### src/design/adc_cfg_pkg.sv
// constants shared by the converter configuration register bank
package adc_cfg_pkg;

  // ----------------------------------------------------------------
  // widths and serial frame
  // ----------------------------------------------------------------
  localparam int ADDR_W = 8;
  localparam int DATA_W = 8;
  localparam int SAMPLE_W = 14;
  localparam logic [4:0] ADDR_BITS = 5'h08;
  localparam logic [4:0] FRAME_BITS = 5'h10;

  // ----------------------------------------------------------------
  // register addresses
  // ----------------------------------------------------------------
  localparam logic [7:0] ADDR_CTRL = 8'h00;
  localparam logic [7:0] ADDR_SWING = 8'h01;
  localparam logic [7:0] ADDR_TUNE0 = 8'h03;
  localparam logic [7:0] ADDR_TUNE1 = 8'h06;
  localparam logic [7:0] ADDR_GAIN_A = 8'h25;
  localparam logic [7:0] ADDR_FORMAT = 8'h29;
  localparam logic [7:0] ADDR_GAIN_B = 8'h2B;
  localparam logic [7:0] ADDR_OFFS = 8'h3D;
  localparam logic [7:0] ADDR_CUST_HI = 8'h3F;
  localparam logic [7:0] ADDR_CUST_LO = 8'h40;
  localparam logic [7:0] ADDR_IFACE = 8'h41;
  localparam logic [7:0] ADDR_CLKDLY = 8'h42;
  localparam logic [7:0] ADDR_DIGEN = 8'h44;

  // ----------------------------------------------------------------
  // writable bit masks, reserved bits stay zero
  // ----------------------------------------------------------------
  localparam logic [7:0] MASK_SWING = 8'hFC;
  localparam logic [7:0] MASK_TUNE0 = 8'h02;
  localparam logic [7:0] MASK_TUNE1 = 8'h06;
  localparam logic [7:0] MASK_GAIN = 8'hF7;
  localparam logic [7:0] MASK_FORMAT = 8'h18;
  localparam logic [7:0] MASK_OFFS = 8'h20;
  localparam logic [7:0] MASK_CUST_HI = 8'h3F;
  localparam logic [7:0] MASK_CUST_LO = 8'hFF;
  localparam logic [7:0] MASK_IFACE = 8'hF3;
  localparam logic [7:0] MASK_CLKDLY = 8'hF0;
  localparam logic [7:0] MASK_DIGEN = 8'h01;
  localparam logic [7:0] REG_RESET = 8'h00;

  // ----------------------------------------------------------------
  // field positions
  // ----------------------------------------------------------------
  localparam int CTRL_READOUT_BIT = 0;
  localparam int CTRL_RESET_BIT = 1;
  localparam int SWING_LSB = 2;
  localparam int TUNE0_BIT = 1;
  localparam int TUNE1_LSB = 1;
  localparam int GAIN_LSB = 4;
  localparam int PAT_LSB = 0;
  localparam int FORMAT_LSB = 3;
  localparam int OFFS_BIT = 5;
  localparam int IFACE_LSB = 6;
  localparam int DRIVE_LSB = 4;
  localparam int BUFPD_LSB = 0;
  localparam int CLKDLY_LSB = 4;
  localparam int DIGEN_BIT = 0;

  // ----------------------------------------------------------------
  // field codes
  // ----------------------------------------------------------------
  localparam logic [2:0] PAT_NORMAL = 3'h0;
  localparam logic [2:0] PAT_ZEROS = 3'h1;
  localparam logic [2:0] PAT_ONES = 3'h2;
  localparam logic [2:0] PAT_TOGGLE = 3'h3;
  localparam logic [2:0] PAT_RAMP = 3'h4;
  localparam logic [2:0] PAT_CUSTOM = 3'h5;
  localparam logic [1:0] FORMAT_OFFSET_BIN = 2'h3;
  localparam logic [1:0] IFACE_CMOS = 2'h3;
  localparam logic [1:0] BUFPD_BOTH = 2'h3;
  localparam logic [13:0] TOGGLE_WORD = 14'h2AAA;
  localparam logic [13:0] RAMP_STEP = 14'h0001;

  // serial frame phase
  typedef enum logic [1:0] {PH_IDLE, PH_ADDR, PH_DATA, PH_DONE} frame_phase_t;

endpackage

### src/design/serial_cfg_port.sv
// serial configuration port: frame capture and readback shifter
`timescale 1ns/1ps
module serial_cfg_port
  import adc_cfg_pkg::*;
(
  input wire logic ref_clk,
  input wire logic rstSync_b,
  input wire logic serialEnable_b,
  input wire logic serialClock,
  input wire logic serialDataIn,
  input wire logic [7:0] readData,
  output logic [7:0] cycleAddr,
  output logic [7:0] cycleData,
  output logic writeStrobe,
  output logic serialDataOutPin
);

  // ----------------------------------------------------------------
  // state
  // ----------------------------------------------------------------
  frame_phase_t phase_r, phase_nxt;
  logic sclkPrev_r, sclkPrev_nxt;
  logic [4:0] bitCnt_r, bitCnt_nxt;
  logic [7:0] shift_r, shift_nxt;
  logic [7:0] addr_r, addr_nxt;
  logic [7:0] data_r, data_nxt;
  logic addrDone_r, addrDone_nxt;
  logic strobe_r, strobe_nxt;
  logic [7:0] outShift_r, outShift_nxt;
  logic rise;

  assign rise = serialClock & ~sclkPrev_r;

  // next state: bits taken on the rising serial clock, msb first
  always_comb begin
    phase_nxt = phase_r;
    sclkPrev_nxt = serialClock;
    bitCnt_nxt = bitCnt_r;
    shift_nxt = shift_r;
    addr_nxt = addr_r;
    data_nxt = data_r;
    addrDone_nxt = 1'b0;
    strobe_nxt = 1'b0;
    outShift_nxt = outShift_r;
    if (serialEnable_b) begin
      phase_nxt = PH_IDLE;
      bitCnt_nxt = 5'h00;
    end else if (phase_r == PH_IDLE) begin
      phase_nxt = PH_ADDR;
      bitCnt_nxt = 5'h00;
      if (rise) begin
        shift_nxt = {shift_r[6:0], serialDataIn};
        bitCnt_nxt = 5'h01;
      end
    end else if (rise && phase_r != PH_DONE) begin
      shift_nxt = {shift_r[6:0], serialDataIn};
      bitCnt_nxt = bitCnt_r + 5'h01;
      if (bitCnt_r == ADDR_BITS - 5'h01) begin
        addr_nxt = {shift_r[6:0], serialDataIn};
        addrDone_nxt = 1'b1;
        phase_nxt = PH_DATA;
      end else if (bitCnt_r == FRAME_BITS - 5'h01) begin
        data_nxt = {shift_r[6:0], serialDataIn};
        strobe_nxt = 1'b1;
        phase_nxt = PH_DONE;
      end
    end
    // readback word loads once the address is known, then moves on each rise
    if (addrDone_r) begin
      outShift_nxt = readData;
    end else if (rise && phase_r == PH_DATA && !serialEnable_b) begin
      outShift_nxt = {outShift_r[6:0], 1'b0};
    end
  end

  // registers
  always_ff @(posedge ref_clk or negedge rstSync_b) begin
    if (!rstSync_b) begin
      phase_r <= PH_IDLE;
      sclkPrev_r <= 1'b0;
      bitCnt_r <= 5'h00;
      shift_r <= 8'h00;
      addr_r <= 8'h00;
      data_r <= 8'h00;
      addrDone_r <= 1'b0;
      strobe_r <= 1'b0;
      outShift_r <= 8'h00;
    end else begin
      phase_r <= phase_nxt;
      sclkPrev_r <= sclkPrev_nxt;
      bitCnt_r <= bitCnt_nxt;
      shift_r <= shift_nxt;
      addr_r <= addr_nxt;
      data_r <= data_nxt;
      addrDone_r <= addrDone_nxt;
      strobe_r <= strobe_nxt;
      outShift_r <= outShift_nxt;
    end
  end

  assign cycleAddr = addr_r;
  assign cycleData = data_r;
  assign writeStrobe = strobe_r;
  assign serialDataOutPin = outShift_r[7];

endmodule

### src/design/test_pattern_gen.sv
// one channel of output data selection: converted data or test pattern
`timescale 1ns/1ps
module test_pattern_gen
  import adc_cfg_pkg::*;
(
  input wire logic ref_clk,
  input wire logic rstSync_b,
  input wire logic [2:0] patternSel,
  input wire logic [13:0] customPattern,
  input wire logic digitalEn,
  input wire logic offsetBinary,
  input wire logic [13:0] sampleIn,
  output logic [13:0] sampleOut
);

  logic toggle_r, toggle_nxt;
  logic [13:0] ramp_r, ramp_nxt;
  logic [13:0] out_r, out_nxt;
  logic [13:0] converted;

  // converter data arrives offset binary; flip msb for twos complement
  assign converted = offsetBinary ? sampleIn : {~sampleIn[13], sampleIn[12:0]};

  // pattern select, only while digital functions are enabled
  always_comb begin
    toggle_nxt = ~toggle_r;
    ramp_nxt = ramp_r + RAMP_STEP;
    out_nxt = converted;
    if (digitalEn) begin
      case (patternSel)
        PAT_ZEROS: out_nxt = 14'h0000;
        PAT_ONES: out_nxt = 14'h3FFF;
        PAT_TOGGLE: out_nxt = toggle_r ? ~TOGGLE_WORD : TOGGLE_WORD;
        PAT_RAMP: out_nxt = ramp_r;
        PAT_CUSTOM: out_nxt = customPattern;
        default: out_nxt = converted;
      endcase
    end
  end

  always_ff @(posedge ref_clk or negedge rstSync_b) begin
    if (!rstSync_b) begin
      toggle_r <= 1'b0;
      ramp_r <= 14'h0000;
      out_r <= 14'h0000;
    end else begin
      toggle_r <= toggle_nxt;
      ramp_r <= ramp_nxt;
      out_r <= out_nxt;
    end
  end

  assign sampleOut = out_r;

endmodule

### src/design/adc_serial_config_registers.sv
// configuration register bank of a dual-channel converter, serial access
`timescale 1ns/1ps
module adc_serial_config_registers
  import adc_cfg_pkg::*;
(
  input wire logic ref_clk,
  input wire logic rst_b,
  input wire logic serialEnable_b,
  input wire logic serialClock,
  input wire logic serialDataIn,
  output logic serialDataOutPin,
  output logic serialDataOutEn,
  input wire logic [13:0] chanASample,
  input wire logic [13:0] chanBSample,
  output logic [13:0] chanAData,
  output logic [13:0] chanBData,
  output logic [5:0] swingCode,
  output logic perfTuneBit0,
  output logic [1:0] perfTunePair,
  output logic [3:0] chanAGainField,
  output logic [3:0] chanBGainField,
  output logic offsetCorrOn,
  output logic cmosMode,
  output logic [1:0] parallelClockDrive,
  output logic chanADataEn,
  output logic chanBDataEn,
  output logic clockOutEn,
  output logic [3:0] outputClockDelayField
);

  // ----------------------------------------------------------------
  // reset release
  // ----------------------------------------------------------------
  logic [1:0] rstPipe_r;
  logic rstSync_b;

  // two-stage release of the asynchronous reset
  always_ff @(posedge ref_clk or negedge rst_b) begin
    if (!rst_b) begin
      rstPipe_r <= 2'h0;
    end else begin
      rstPipe_r <= {rstPipe_r[0], 1'b1};
    end
  end

  assign rstSync_b = rstPipe_r[1];

  // ----------------------------------------------------------------
  // serial port
  // ----------------------------------------------------------------
  logic [7:0] cycleAddr;
  logic [7:0] cycleData;
  logic writeStrobe;
  logic [7:0] readData;

  serial_cfg_port u_port (
    .ref_clk(ref_clk),
    .rstSync_b(rstSync_b),
    .serialEnable_b(serialEnable_b),
    .serialClock(serialClock),
    .serialDataIn(serialDataIn),
    .readData(readData),
    .cycleAddr(cycleAddr),
    .cycleData(cycleData),
    .writeStrobe(writeStrobe),
    .serialDataOutPin(serialDataOutPin)
  );

  // ----------------------------------------------------------------
  // register file
  // ----------------------------------------------------------------
  logic readout_r, readout_nxt;
  logic [7:0] swing_r, swing_nxt;
  logic [7:0] tune0_r, tune0_nxt;
  logic [7:0] tune1_r, tune1_nxt;
  logic [7:0] gainA_r, gainA_nxt;
  logic [7:0] format_r, format_nxt;
  logic [7:0] gainB_r, gainB_nxt;
  logic [7:0] offs_r, offs_nxt;
  logic [7:0] custHi_r, custHi_nxt;
  logic [7:0] custLo_r, custLo_nxt;
  logic [7:0] iface_r, iface_nxt;
  logic [7:0] clkDly_r, clkDly_nxt;
  logic [7:0] digEn_r, digEn_nxt;
  logic writeOk;

  // control register stays writable so readback can be switched off
  assign writeOk = writeStrobe && (!readout_r || cycleAddr == ADDR_CTRL);

  // write decode; soft reset returns everything to its default
  always_comb begin
    readout_nxt = readout_r;
    swing_nxt = swing_r;
    tune0_nxt = tune0_r;
    tune1_nxt = tune1_r;
    gainA_nxt = gainA_r;
    format_nxt = format_r;
    gainB_nxt = gainB_r;
    offs_nxt = offs_r;
    custHi_nxt = custHi_r;
    custLo_nxt = custLo_r;
    iface_nxt = iface_r;
    clkDly_nxt = clkDly_r;
    digEn_nxt = digEn_r;
    if (writeOk) begin
      if (cycleAddr == ADDR_CTRL) begin
        if (cycleData[CTRL_RESET_BIT]) begin
          readout_nxt = 1'b0;
          swing_nxt = REG_RESET;
          tune0_nxt = REG_RESET;
          tune1_nxt = REG_RESET;
          gainA_nxt = REG_RESET;
          format_nxt = REG_RESET;
          gainB_nxt = REG_RESET;
          offs_nxt = REG_RESET;
          custHi_nxt = REG_RESET;
          custLo_nxt = REG_RESET;
          iface_nxt = REG_RESET;
          clkDly_nxt = REG_RESET;
          digEn_nxt = REG_RESET;
        end else begin
          readout_nxt = cycleData[CTRL_READOUT_BIT];
        end
      end else if (cycleAddr == ADDR_SWING) begin
        swing_nxt = cycleData & MASK_SWING;
      end else if (cycleAddr == ADDR_TUNE0) begin
        tune0_nxt = cycleData & MASK_TUNE0;
      end else if (cycleAddr == ADDR_TUNE1) begin
        tune1_nxt = cycleData & MASK_TUNE1;
      end else if (cycleAddr == ADDR_GAIN_A) begin
        gainA_nxt = cycleData & MASK_GAIN;
      end else if (cycleAddr == ADDR_FORMAT) begin
        format_nxt = cycleData & MASK_FORMAT;
      end else if (cycleAddr == ADDR_GAIN_B) begin
        gainB_nxt = cycleData & MASK_GAIN;
      end else if (cycleAddr == ADDR_OFFS) begin
        offs_nxt = cycleData & MASK_OFFS;
      end else if (cycleAddr == ADDR_CUST_HI) begin
        custHi_nxt = cycleData & MASK_CUST_HI;
      end else if (cycleAddr == ADDR_CUST_LO) begin
        custLo_nxt = cycleData & MASK_CUST_LO;
      end else if (cycleAddr == ADDR_IFACE) begin
        iface_nxt = cycleData & MASK_IFACE;
      end else if (cycleAddr == ADDR_CLKDLY) begin
        clkDly_nxt = cycleData & MASK_CLKDLY;
      end else if (cycleAddr == ADDR_DIGEN) begin
        digEn_nxt = cycleData & MASK_DIGEN;
      end
    end
  end

  // register storage, all zero from reset
  always_ff @(posedge ref_clk or negedge rstSync_b) begin
    if (!rstSync_b) begin
      readout_r <= 1'b0;
      swing_r <= REG_RESET;
      tune0_r <= REG_RESET;
      tune1_r <= REG_RESET;
      gainA_r <= REG_RESET;
      format_r <= REG_RESET;
      gainB_r <= REG_RESET;
      offs_r <= REG_RESET;
      custHi_r <= REG_RESET;
      custLo_r <= REG_RESET;
      iface_r <= REG_RESET;
      clkDly_r <= REG_RESET;
      digEn_r <= REG_RESET;
    end else begin
      readout_r <= readout_nxt;
      swing_r <= swing_nxt;
      tune0_r <= tune0_nxt;
      tune1_r <= tune1_nxt;
      gainA_r <= gainA_nxt;
      format_r <= format_nxt;
      gainB_r <= gainB_nxt;
      offs_r <= offs_nxt;
      custHi_r <= custHi_nxt;
      custLo_r <= custLo_nxt;
      iface_r <= iface_nxt;
      clkDly_r <= clkDly_nxt;
      digEn_r <= digEn_nxt;
    end
  end

  // ----------------------------------------------------------------
  // readback mux
  // ----------------------------------------------------------------
  // control register and unmapped addresses read as zero
  always_comb begin
    readData = 8'h00;
    if (cycleAddr == ADDR_SWING) begin
      readData = swing_r;
    end else if (cycleAddr == ADDR_TUNE0) begin
      readData = tune0_r;
    end else if (cycleAddr == ADDR_TUNE1) begin
      readData = tune1_r;
    end else if (cycleAddr == ADDR_GAIN_A) begin
      readData = gainA_r;
    end else if (cycleAddr == ADDR_FORMAT) begin
      readData = format_r;
    end else if (cycleAddr == ADDR_GAIN_B) begin
      readData = gainB_r;
    end else if (cycleAddr == ADDR_OFFS) begin
      readData = offs_r;
    end else if (cycleAddr == ADDR_CUST_HI) begin
      readData = custHi_r;
    end else if (cycleAddr == ADDR_CUST_LO) begin
      readData = custLo_r;
    end else if (cycleAddr == ADDR_IFACE) begin
      readData = iface_r;
    end else if (cycleAddr == ADDR_CLKDLY) begin
      readData = clkDly_r;
    end else if (cycleAddr == ADDR_DIGEN) begin
      readData = digEn_r;
    end
  end

  // ----------------------------------------------------------------
  // pin and buffer enables
  // ----------------------------------------------------------------
  logic sdoEn_r, sdoEn_nxt;
  logic enA_r, enA_nxt;
  logic enB_r, enB_nxt;
  logic enClk_r, enClk_nxt;
  logic cmos_r, cmos_nxt;
  logic [1:0] bufPd;

  assign bufPd = iface_r[BUFPD_LSB +: 2];

  // enables derived from the stored fields
  always_comb begin
    sdoEn_nxt = readout_r;
    enA_nxt = ~bufPd[1];
    enB_nxt = ~bufPd[0];
    enClk_nxt = bufPd != BUFPD_BOTH;
    cmos_nxt = iface_r[IFACE_LSB +: 2] == IFACE_CMOS;
  end

  always_ff @(posedge ref_clk or negedge rstSync_b) begin
    if (!rstSync_b) begin
      sdoEn_r <= 1'b0;
      enA_r <= 1'b1;
      enB_r <= 1'b1;
      enClk_r <= 1'b1;
      cmos_r <= 1'b0;
    end else begin
      sdoEn_r <= sdoEn_nxt;
      enA_r <= enA_nxt;
      enB_r <= enB_nxt;
      enClk_r <= enClk_nxt;
      cmos_r <= cmos_nxt;
    end
  end

  // ----------------------------------------------------------------
  // per-channel data path
  // ----------------------------------------------------------------
  logic [2:0] patSel [2];
  logic [13:0] chanIn [2];
  logic [13:0] chanOut [2];
  logic [13:0] customPattern;
  logic offsetBinary;

  assign customPattern = {custHi_r[5:0], custLo_r};
  assign offsetBinary = format_r[FORMAT_LSB +: 2] == FORMAT_OFFSET_BIN;
  assign patSel[0] = gainA_r[PAT_LSB +: 3];
  assign patSel[1] = gainB_r[PAT_LSB +: 3];
  assign chanIn[0] = chanASample;
  assign chanIn[1] = chanBSample;

  // one pattern source per channel
  for (genvar ch = 0; ch < 2; ch++) begin : g_chan
    test_pattern_gen u_pat (
      .ref_clk(ref_clk),
      .rstSync_b(rstSync_b),
      .patternSel(patSel[ch]),
      .customPattern(customPattern),
      .digitalEn(digEn_r[DIGEN_BIT]),
      .offsetBinary(offsetBinary),
      .sampleIn(chanIn[ch]),
      .sampleOut(chanOut[ch])
    );
  end

  // ----------------------------------------------------------------
  // outputs, each a register or a register field
  // ----------------------------------------------------------------
  assign serialDataOutEn = sdoEn_r;
  assign chanAData = chanOut[0];
  assign chanBData = chanOut[1];
  assign swingCode = swing_r[SWING_LSB +: 6];
  assign perfTuneBit0 = tune0_r[TUNE0_BIT];
  assign perfTunePair = tune1_r[TUNE1_LSB +: 2];
  assign chanAGainField = gainA_r[GAIN_LSB +: 4];
  assign chanBGainField = gainB_r[GAIN_LSB +: 4];
  assign offsetCorrOn = offs_r[OFFS_BIT];
  assign cmosMode = cmos_r;
  assign parallelClockDrive = iface_r[DRIVE_LSB +: 2];
  assign chanADataEn = enA_r;
  assign chanBDataEn = enB_r;
  assign clockOutEn = enClk_r;
  assign outputClockDelayField = clkDly_r[CLKDLY_LSB +: 4];

endmodule

### config.mk
export PLATFORM = sky130hd
export DESIGN_NAME = adc_serial_config_registers
export DESIGN_NICKNAME = d
export VERILOG_FILES = /design/src/design/adc_cfg_pkg.sv /design/src/design/serial_cfg_port.sv /design/src/design/test_pattern_gen.sv /design/src/design/adc_serial_config_registers.sv
export SDC_FILE = /design/constraint.sdc
export NUM_CORES = 1
export LEC_CHECK = 0
export ABC_CLOCK_PERIOD_IN_PS = 5700
export BUFFER_PORTS_ARGS = -buffer_cell sky130_fd_sc_hd__buf_2
export CAP_MARGIN = 20
export CORE_UTILIZATION = 58
export DETAILED_ROUTE_END_ITERATION = 7
export GPL_TIMING_DRIVEN = 0
export PLACE_DENSITY = 0.86
export SETUP_SLACK_MARGIN = 0.05
export SLEW_MARGIN = 30
export SYNTH_ARGS = -nofsm -noshare
export SYNTH_HDL_FRONTEND = slang
export SYNTH_SLANG_ARGS = --single-unit
export TNS_END_PERCENT = 1
### constraint.sdc
create_clock -name ref_clk -period 5.7 [get_ports ref_clk]
set_input_delay 0.855 -clock ref_clk [delete_from_list [all_inputs] [get_ports ref_clk]]
set_output_delay 0.855 -clock ref_clk [all_outputs]
set_load 0.1 [all_outputs]
; ---- Yosys cells after proc, flatten, opt, wreduce, memory -nomap -nowiden
; Index checks and enable logic that the tools add are counted.
[classes]
n_reduce_logical = 42
muxes = 135
addsub = 3
eq_ne = 42
bitwise = 11
[ops]
columns = op, count
row1 = 2-to-1 mux 8 bit, 105
row2 = case mux 14 bit (5 select lines), 2
row3 = 2-to-1 mux 14 bit, 6
row4 = == test 8 x 6 -> 1 bit (second input constant), 5
row5 = == test 8 x 7 -> 1 bit (second input constant), 4
row6 = adder 14 x 1 -> 14 bit (second input constant), 2
row7 = nonzero test 2 bit, 14
row8 = inequality test 2 bit (second input constant), 13
row9 = 2-to-1 mux 7 bit, 3
row10 = 2-to-1 mux 5 bit, 3
row11 = AND reduction 14 bit, 1
row12 = AND reduction 13 bit, 1
row13 = == test 3 x 2 -> 1 bit (second input constant), 4
row14 = == test 3 bit (second input constant), 4
row15 = AND reduction 12 bit, 1
row16 = 2-to-1 mux 1 bit, 11
row17 = AND reduction 11 bit, 1
row18 = 2-to-1 mux 2 bit, 5
row19 = inverter 1 bit, 10
row20 = AND reduction 10 bit, 1
row21 = AND reduction 5 bit, 2
row22 = AND reduction 9 bit, 1
row23 = == test 8 x 1 -> 1 bit (second input constant), 1
row24 = == test 8 x 2 -> 1 bit (second input constant), 1
row25 = 21 further kinds, 32
[totals]
output_inout_bits = 58
inputBits = 33
regBits = 203
wordCells = 267

; ---- Logic depth before layout (Yosys ltp)
; Gate-level depths: netlist of run 1.
[logic_depth]
ltp_word = 14
mapped_depth = 8
ltp_nobuf = 6

; ---- By module
; A second synthesis of run 1 with hierarchy kept.
[hier_totals]
hier_cells = 681
hier_area_um2 = 7941.4
[modules_own_cells]
columns = mod, cells_per_inst, area_per_inst_um2, seq_area_each_um2, n_inst
row1 = adc_serial_config_registers, 294, 3125.5, 1480.2, 1
row2 = serial_cfg_port, 145, 1813.0, 1026.0, 1
row3 = test_pattern_gen (g_chan[1].u_pat), 120, 1507.7, 725.7, 1
row4 = test_pattern_gen (g_chan[0].u_pat), 122, 1495.2, 725.7, 1

; ---- Least setup slack after synthesis of run 1
; No wires, ideal clock.
[synth_path]
path_type = input to register
startpoint = in serialClock
endpoint = reg u_port.data_r[0] (netlist: u_port.cycleData[0])
t_arrival_ns = 2.162
slack_ns = 3.413
setup_time_ns = 0.125
required_time_ns = 5.575
path_stages = 6
path_cell_list = nor2b_1 and2_1 clkbuf_1 nand3_1 nor2_2 mux2_2
[synth_via]
elab_chain_len = 3
[synth_rtl]
columns = element, line
row1 = from (decl), adc_serial_config_registers.sv:9  ; input wire logic serialClock,
row2 = bitwise AND 1 bit, serial_cfg_port.sv:32  ; assign rise = serialClock & ~sclkPrev_r;
row3 = logical AND 1 bit, serial_cfg_port.sv:55  ; end else if (rise && phase_r != PH_DONE) begin
row4 = AND reduction 5 bit (no line), --
row5 = to (signal assigned), serial_cfg_port.sv:94  ; data_r <= data_nxt;
row6 = to (decl), serial_cfg_port.sv:26  ; logic [7:0] data_r, data_nxt;
; Every way passes these cells.
; A chain may end at the register's enable or synchronous reset.

; ---- Worst setup path in the final report of run 1
[layout_path]
startpoint = reg u_port.addr_r[4] (netlist: u_port.cycleAddr[4])
endpoint = reg gainB_r[5]
[layout_via]
elab_chain_len = 4
[layout_rtl]
columns = element, line
row1 = from (decl), serial_cfg_port.sv:25  ; logic [7:0] addr_r, addr_nxt;
row2 = from (signal assigned), serial_cfg_port.sv:93  ; addr_r <= addr_nxt;
row3 = branches (longest 4 deep; another with == test 8 x 6 -> 1 bit), --
row4 = to (signal assigned), adc_serial_config_registers.sv:175  ; gainB_r <= gainB_nxt;
row5 = to (decl), adc_serial_config_registers.sv:78  ; logic [7:0] gainB_r, gainB_nxt;
; Several ways; the timed one is not identified.

==> impl_metrics.env, run 1 <==
export IMPL_status="completed"
export IMPL_drt_iter0_drc=525
export IMPL_finalCriticalPeriod_ns=2.67
export IMPL_fin_ws_ns=3.03
export IMPL_synth_ff_type="dfrtp_1"
export IMPL_cp_cell_sequence="buf_2 -> or3b_2 -> nor3_1 -> o22ai_1 -> clkbuf_1 -> nand2_1 -> o21ai_0"
export IMPL_totalPowerFinal_mw=2.49
export IMPL_antenna_found_initial=0
export IMPL_required_ns=5.99
export IMPL_die_area_um2=13600
export IMPL_drv_cap=0
export IMPL_ys_async_sr_fraction_pct=100
export IMPL_cp_end_kind="flip-flop"
export IMPL_clock_skew_ns=0.00751
export IMPL_synthTopCellsByArea="dfrtp_1 51%, mux2_2 10%, o21ai_0 3.7%"
export IMPL_vdd_drop_max_mv=0.221
export IMPL_num_fill_cells=941
export IMPL_path_delay_family="simple AND/OR/NAND/NOR gates"
export IMPL_fin_nets=835
export IMPL_slowest_delay_ns=0.63
export IMPL_synthTopCellsByCount="155 x dfrtp_1, 68 x mux2_2, 66 x nand2_1"
export IMPL_finalHoldViolCount=0
export IMPL_clockRootBuffer="clkbuf_16"
export IMPL_final_area_um2=8980
export IMPL_grt_usage_pct=32.0
export IMPL_vias=5990
export IMPL_slowest_stage="nor3_1"
export IMPL_diodes=0
export IMPL_synthDominantCellAreaShare_pct=50.7
export IMPL_finalNonFillerCells=983
export IMPL_synth_edff_count=0
export IMPL_cts_setup_buffers=0
export IMPL_synthDistinctLibCells=76
export IMPL_dp_slack_ns=2.91
export IMPL_synth_seq_cells=158
export IMPL_port_buffers=89
export IMPL_grt_max_degree=57
export IMPL_firstDrtPassIters=7
export IMPL_path_buf_inv=2
export IMPL_tightest_slew_ns=0.798
export IMPL_synth_area_leader_cell="dfrtp_1"
export IMPL_ant_nets=0
export IMPL_synth_most_common_cell="dfrtp_1"
export IMPL_whs_ns=0.185
export IMPL_crit_path_max_fanout=10
export IMPL_yosysWarningCount=0
export IMPL_die_w_um=117
export IMPL_cts_max_path_buffers=2
export IMPL_htreeDepth=4
export IMPL_routabilityCongestion=0.945
export IMPL_wire_per_inst_um=20.6
export IMPL_drcViolationCount=0
export IMPL_start_util_pct=60.1
export IMPL_slew_headroom_pct=46.4
export IMPL_period_share_pct=46.8
export IMPL_synth_area_per_cell_um2=11.1
export IMPL_rows=41
export IMPL_arrival_ns=2.95
export IMPL_placedCellCount=951
export IMPL_syn_cell_area_um2=7640
export IMPL_io_pins=91
export IMPL_cts_buffers=17
export IMPL_fin_util_pct=70.6
export IMPL_netlist_instances=687
export IMPL_gr_total_overflow=0
export IMPL_leakagePower_nw=4.14
export IMPL_power_density_nw_per_um2=277
export IMPL_clk_latency_ns=0.43
export IMPL_layout_drive_gt1_share_pct=29.0
export IMPL_ys_seq_area_share_pct=51.8
export IMPL_crit_type="reg2reg"
export IMPL_grt_pass1_wl_um=31800
export IMPL_syn2layout_area_growth_pct=17.5
export IMPL_min_path_type="reg2async"
export IMPL_cts_hold_buffers_added=0
export IMPL_syn_nets=724
export IMPL_cts_sinks=158
export IMPL_place_hpwl_um=15000
export IMPL_cts_resized_gates=0
export IMPL_cts_reportedPaths_clkPinSlew_ns=0.06
export IMPL_wl_um=20300
export IMPL_coreArea_um2=12700
export IMPL_cts_tree="done"
export IMPL_viasPerCell=6.09
export IMPL_dieHeight_um=117
export IMPL_slew_viol_final=0
export IMPL_setup_tns_ns=0
export IMPL_placed_cell_area_um2=8380
export IMPL_cp_start_kind="flip-flop"
export IMPL_grt_pass1_vias=5985
export IMPL_max_freq_mhz=375
export IMPL_rsz0062_at_grt="false"
export IMPL_setup_violations=0
==> power breakdown <==
| group | internal [mW] | switching [mW] | total, mW |
|---|---|---|---|
| Sequential | 1.15 | 0.0277 | 1.18 |
| Combinational | 0.0441 | 0.119 | 0.163 |
| Clock | 0.708 | 0.437 | 1.14 |
==> logic make-up after synthesis <==
family / Yosys count / share of synthesized area (%)
multiplexers: 102 / 14.9
other: 1 / 0.0491
buffers and inverters: 47 / 2.67
flip-flops: 158 / 51.8
adder cells (fa/ha/maj): 4 / 0.655
AO/OA/AOI/OAI: 142 / 11.8
AND/OR/NAND/NOR: 203 / 14.7
XOR/XNOR: 30 / 3.44
==> sequential cells by signal (all words and copies together) (netlist names), 5 cells and up <==
register and cells:
custHi_r 6, swing_r 6, g_chan.u_pat.ramp_r 28, custLo_r 8, u_port.shift_r 7, u_port.cycleData 8
u_port.outShift_r 8, g_chan.u_pat.sampleOut 28, gainA_r 7, iface_r 6, u_port.bitCnt_r 5, u_port.cycleAddr 8
gainB_r 7
==> layer usage <==
metal	part of all wire, %	GRT usage [%]	routed length, um
met1	41	39.3	8210
met5	0	0	0
met2	49	53.6	9890
met4	4.5	16.7	912
met3	6.1	6.69	1240
==> layout make-up <==
cell class | count | area, um2 | area share, %
Multi-Input combinational cell | 482 | 3480 | 38.8
Inverter | 18 | 67.6 | 0.752
Tap cell | 172 | 215 | 2.40
Timing Repair Buffer | 92 | 520 | 5.79
Clock inverter | 11 | 141 | 1.57
Sequential cell | 158 | 3960 | 44.1
Clock buffer | 21 | 460 | 5.12
Buffer | 29 | 136 | 1.52
==> path summary, 6_finish.rpt <==
kind,startpoint,end,slack [ns],cells past startpoint
setup / recovery,u_port.cycleAddr[4],gainB_r[5],3.03,7
hold / removal,rstPipe_r[1],u_port.cycleAddr[4],0.18,0
setup reg to reg,u_port.cycleAddr[4],gainB_r[5],3.03,7
hold reg to reg,rstPipe_r[1],u_port.cycleAddr[4],0.18,0
max in group asynchronous,rstPipe_r[1],g_chan[1].u_pat.sampleOut[6],4.71,2
min in group ref_clk,rstPipe_r[0],rstPipe_r[1],0.36,0
==> cells in the final DEF (no fill, tap or decap), drive strengths merged, types with 10 or more instances in the layout <==
cell type / instances
and3: 11
xnor2: 22
and2: 11
nor3: 17
clkbuf: 38
dfrtp: 155
mux2i: 26
a21oi: 29
nand3: 22
nor2: 24
inv: 18
nand2: 67
buf: 104
mux2: 76
nor2b: 10
o21ai: 58
(Power assumes the default switching activity.)
==> inputs of run 2 (changes only) <==
Settings changed: ABC_AREA from default to 1, ABC_CLOCK_PERIOD_IN_PS 5700 to 2710, PLACE_DENSITY 0.86 to 0.87.
Clock period 5.7 ns to 2.71 ns, I/O delays scaled along.
==> run 2 against run 1 <==
Sequential cell count stayed put. Cell area is 3.6% lower. Sequential share of layout area is 1.6 points higher. Count of clock-buffer cells in the layout decreased by 1. Sequential power is 120% higher. Total power is 120% higher. Clock power grew 120%. Via count up 2.4%. Wire length decreased by 13%. Utilization up 0.88 points. Combinational power grew to 3.3 times the previous value.
==> impl_metrics.env, run 2 <==
export IMPL_sw_frac_of_total_pct=25.3
export IMPL_max_freq_mhz=506
export IMPL_cp_end_kind="flip-flop"
export IMPL_cts_sinks=158
export IMPL_required_ns=3.04
export IMPL_whs_ns=0.0997
export IMPL_status="completed"
export IMPL_coreArea_um2=12100
export IMPL_fin_ws_ns=0.734
export IMPL_synth_area_leader_cell="dfrtp_1"
export IMPL_synth_compound_area_share_pct=16.1
export IMPL_fin_nets=976
export IMPL_synthTopCellsByCount="188 x nand2_1, 155 x dfrtp_1, 88 x inv_1"
export IMPL_layout_drive_gt1_share_pct=20.4
export IMPL_use_met3_pct=5.56
export IMPL_ant_nets=0
export IMPL_routabilityCongestion=0.952
export IMPL_cp_start_kind="flip-flop"
export IMPL_synth_most_common_cell="nand2_1"
export IMPL_dp_slack_ns=0.797
export IMPL_totalPowerFinal_mw=5.58
export IMPL_final_area_um2=8660
export IMPL_most_common_layout_cells="188 x nand2_1, 154 x dfrtp_1, 94 x buf_2, 88 x inv_1, 85 x o21ai_0"
export IMPL_finalHoldViolCount=0
export IMPL_gr_total_overflow=0
export IMPL_wl_um=17700
export IMPL_path_delay_family="compound AO/OA/AOI/OAI gates"
export IMPL_firstDrtPassIters=5
export IMPL_crit_type="reg2reg"
export IMPL_synthTopCellsByArea="dfrtp_1 53%, nand2_1 9.7%, o21ai_0 5.8%"
export IMPL_cts_buffers=17
export IMPL_cts_reportedPaths_clkPinSlew_ns=0.06
export IMPL_crit_path_max_fanout=10
export IMPL_pwr_share_comb_pct=9.7
export IMPL_antenna_found_initial=0
export IMPL_start_util_pct=60.2
export IMPL_tightest_slew_ns=0.719
export IMPL_htreeDepth=4
export IMPL_rsz0062_at_grt="false"
export IMPL_syn_cell_area_um2=7290
export IMPL_clock_skew_ns=0.00693
export IMPL_synth_area_per_cell_um2=8.84
export IMPL_synthDominantCellAreaShare_pct=53.2
export IMPL_setup_violations=0
export IMPL_pwr_share_clk_pct=44.1
export IMPL_wire_per_inst_um=15.8
export IMPL_placedCellCount=1087
export IMPL_dieHeight_um=114
export IMPL_muxShareOfSynthArea_pct=0.446
export IMPL_syn2layout_area_growth_pct=18.8
export IMPL_p_int_mw=4.17
export IMPL_io_pins=91
export IMPL_grt_pass1_wl_um=28600
export IMPL_yosysWarningCount=0
export IMPL_power_density_nw_per_um2=644
export IMPL_min_path_type="in2reg"
export IMPL_use_met1_pct=35.5
export IMPL_drt_iter0_drc=501
export IMPL_clockRootBuffer="clkbuf_16"
export IMPL_placed_cell_area_um2=8040
export IMPL_ys_seq_area_share_pct=54.3
export IMPL_switchingPower_mw=1.41
export IMPL_slew_viol_final=0
export IMPL_slew_headroom_pct=51.5
export IMPL_drv_cap=0
export IMPL_slowest_delay_ns=0.45
export IMPL_grt_max_degree=43
export IMPL_arrival_ns=2.31
export IMPL_die_w_um=114
export IMPL_seq_power_share_pct=46.2
export IMPL_synth_fa_ha_area_share_pct=0.686
export IMPL_place_hpwl_um=12700
export IMPL_path_buf_inv=1
export IMPL_grt_busiest_layer="met2"
export IMPL_leakagePower_nw=4.20
export IMPL_cts_setup_buffers=0
export IMPL_netlist_instances=825
export IMPL_drcViolationCount=0
export IMPL_cts_max_path_buffers=2
export IMPL_finalCriticalPeriod_ns=1.98
export IMPL_synth_ff_type="dfrtp_1"
export IMPL_synth_seq_cells=158
export IMPL_vdd_drop_max_mv=0.413
export IMPL_synthDistinctLibCells=43
export IMPL_cts_tree="done"
export IMPL_synth_simple_area_share_pct=18.6
export IMPL_synth_edff_count=0
export IMPL_port_buffers=90
export IMPL_period_share_pct=72.9
export IMPL_synth_xor_area_share_pct=3.12
export IMPL_die_area_um2=13000
export IMPL_synth_top_family_by_area="simple AND/OR/NAND/NOR gates"
export IMPL_syn_nets=862
export IMPL_rows=40
export IMPL_slowest_stage="dfrtp_1"
export IMPL_grt_usage_pct=28.8
export IMPL_cp_cell_sequence="nand2_1 -> o21ai_0 -> o21ai_2 -> clkbuf_1 -> a211oi_1 -> a21oi_1"
export IMPL_ys_async_sr_fraction_pct=100
export IMPL_diodes=0
export IMPL_finalNonFillerCells=1120
export IMPL_clk_latency_ns=0.43
export IMPL_vias=6131
export IMPL_grt_use_met2_pct=49.0
export IMPL_layout_commonest_cell="nand2_1"
export IMPL_grt_pass1_vias=5908
export IMPL_viasPerCell=5.47
run 2: power by group through the flow:
stage / Clock [mW] / Combinational [mW] / Sequential [mW]
final: 2.46 / 0.542 / 2.58
after global routing: 2.58 / 0.590 / 2.59
after CTS: 2.49 / 0.544 / 2.58
after detailed placement: 0 / 0.538 / 2.61
after global placement: 0 / 0.472 / 2.65
after floorplan: 0 / 0.175 / 2.83
run 2: kinds of logic (layout without fill, tap and decap cells):
logic type      after synthesis  count (layout)
other cells                   1               1
compound gates              204             204
fa+ha+maj                     4               4
flops                       158             158
simple gates                309             309
buf+inv                     120             247
xor+xnor                     26              26
mux                           3               3
run 2: worst paths after layout:
check	startpoint	to	slack [ns]	depth (start not counted)
setup / recovery	gainA_r[2]	g_chan[0].u_pat.sampleOut[11]	0.73	6
hold / removal	serialClock	u_port.sclkPrev_r	0.1	1
setup reg to reg	gainA_r[2]	g_chan[0].u_pat.sampleOut[11]	0.73	6
hold reg to reg	rstPipe_r[1]	u_port.shift_r[4]	0.19	0
max in group asynchronous	rstPipe_r[1]	g_chan[1].u_pat.sampleOut[7]	1.53	3
min in group asynchronous	rstPipe_r[1]	u_port.shift_r[4]	0.19	0
run 2: repair_timing:
| item | CTS | global route |
|---|---|---|
| endpoints found under the hold margin | 2 | 0 |
| resized for setup | 0 | 0 |
| hold buffers | 1 | 0 |
run 2: layer usage:
metal,vias to the layer above,share of wire [%],wire [um]
met5,-,0,0
met4,0,3.5,626
met3,52,5.3,934
met2,245,49,8630
met1,2904,42,7480
li1,2930,-,-
run 2: area by class of cell:
cell class	instances	area [um2]
plain buffers	21	121
clock buffers	20	447
clock inverters	12	168
fillers	932	3450
inverters	99	372
multi-input cells	547	2840
flip-flops and latches	158	3960
well taps	168	210
repair buffers	95	541
run 2: per-stage QoR:
| stage | TNS, ns | utilization, % |
|---|---|---|
| global route | 0 | 71.5 |
| global placement | -109.06 | 65.7 |
| finish | 0 | 71.5 |
| detailed placement | 0 | 66.4 |
| floorplan | 0 | - |
| CTS | 0 | 71.5 |
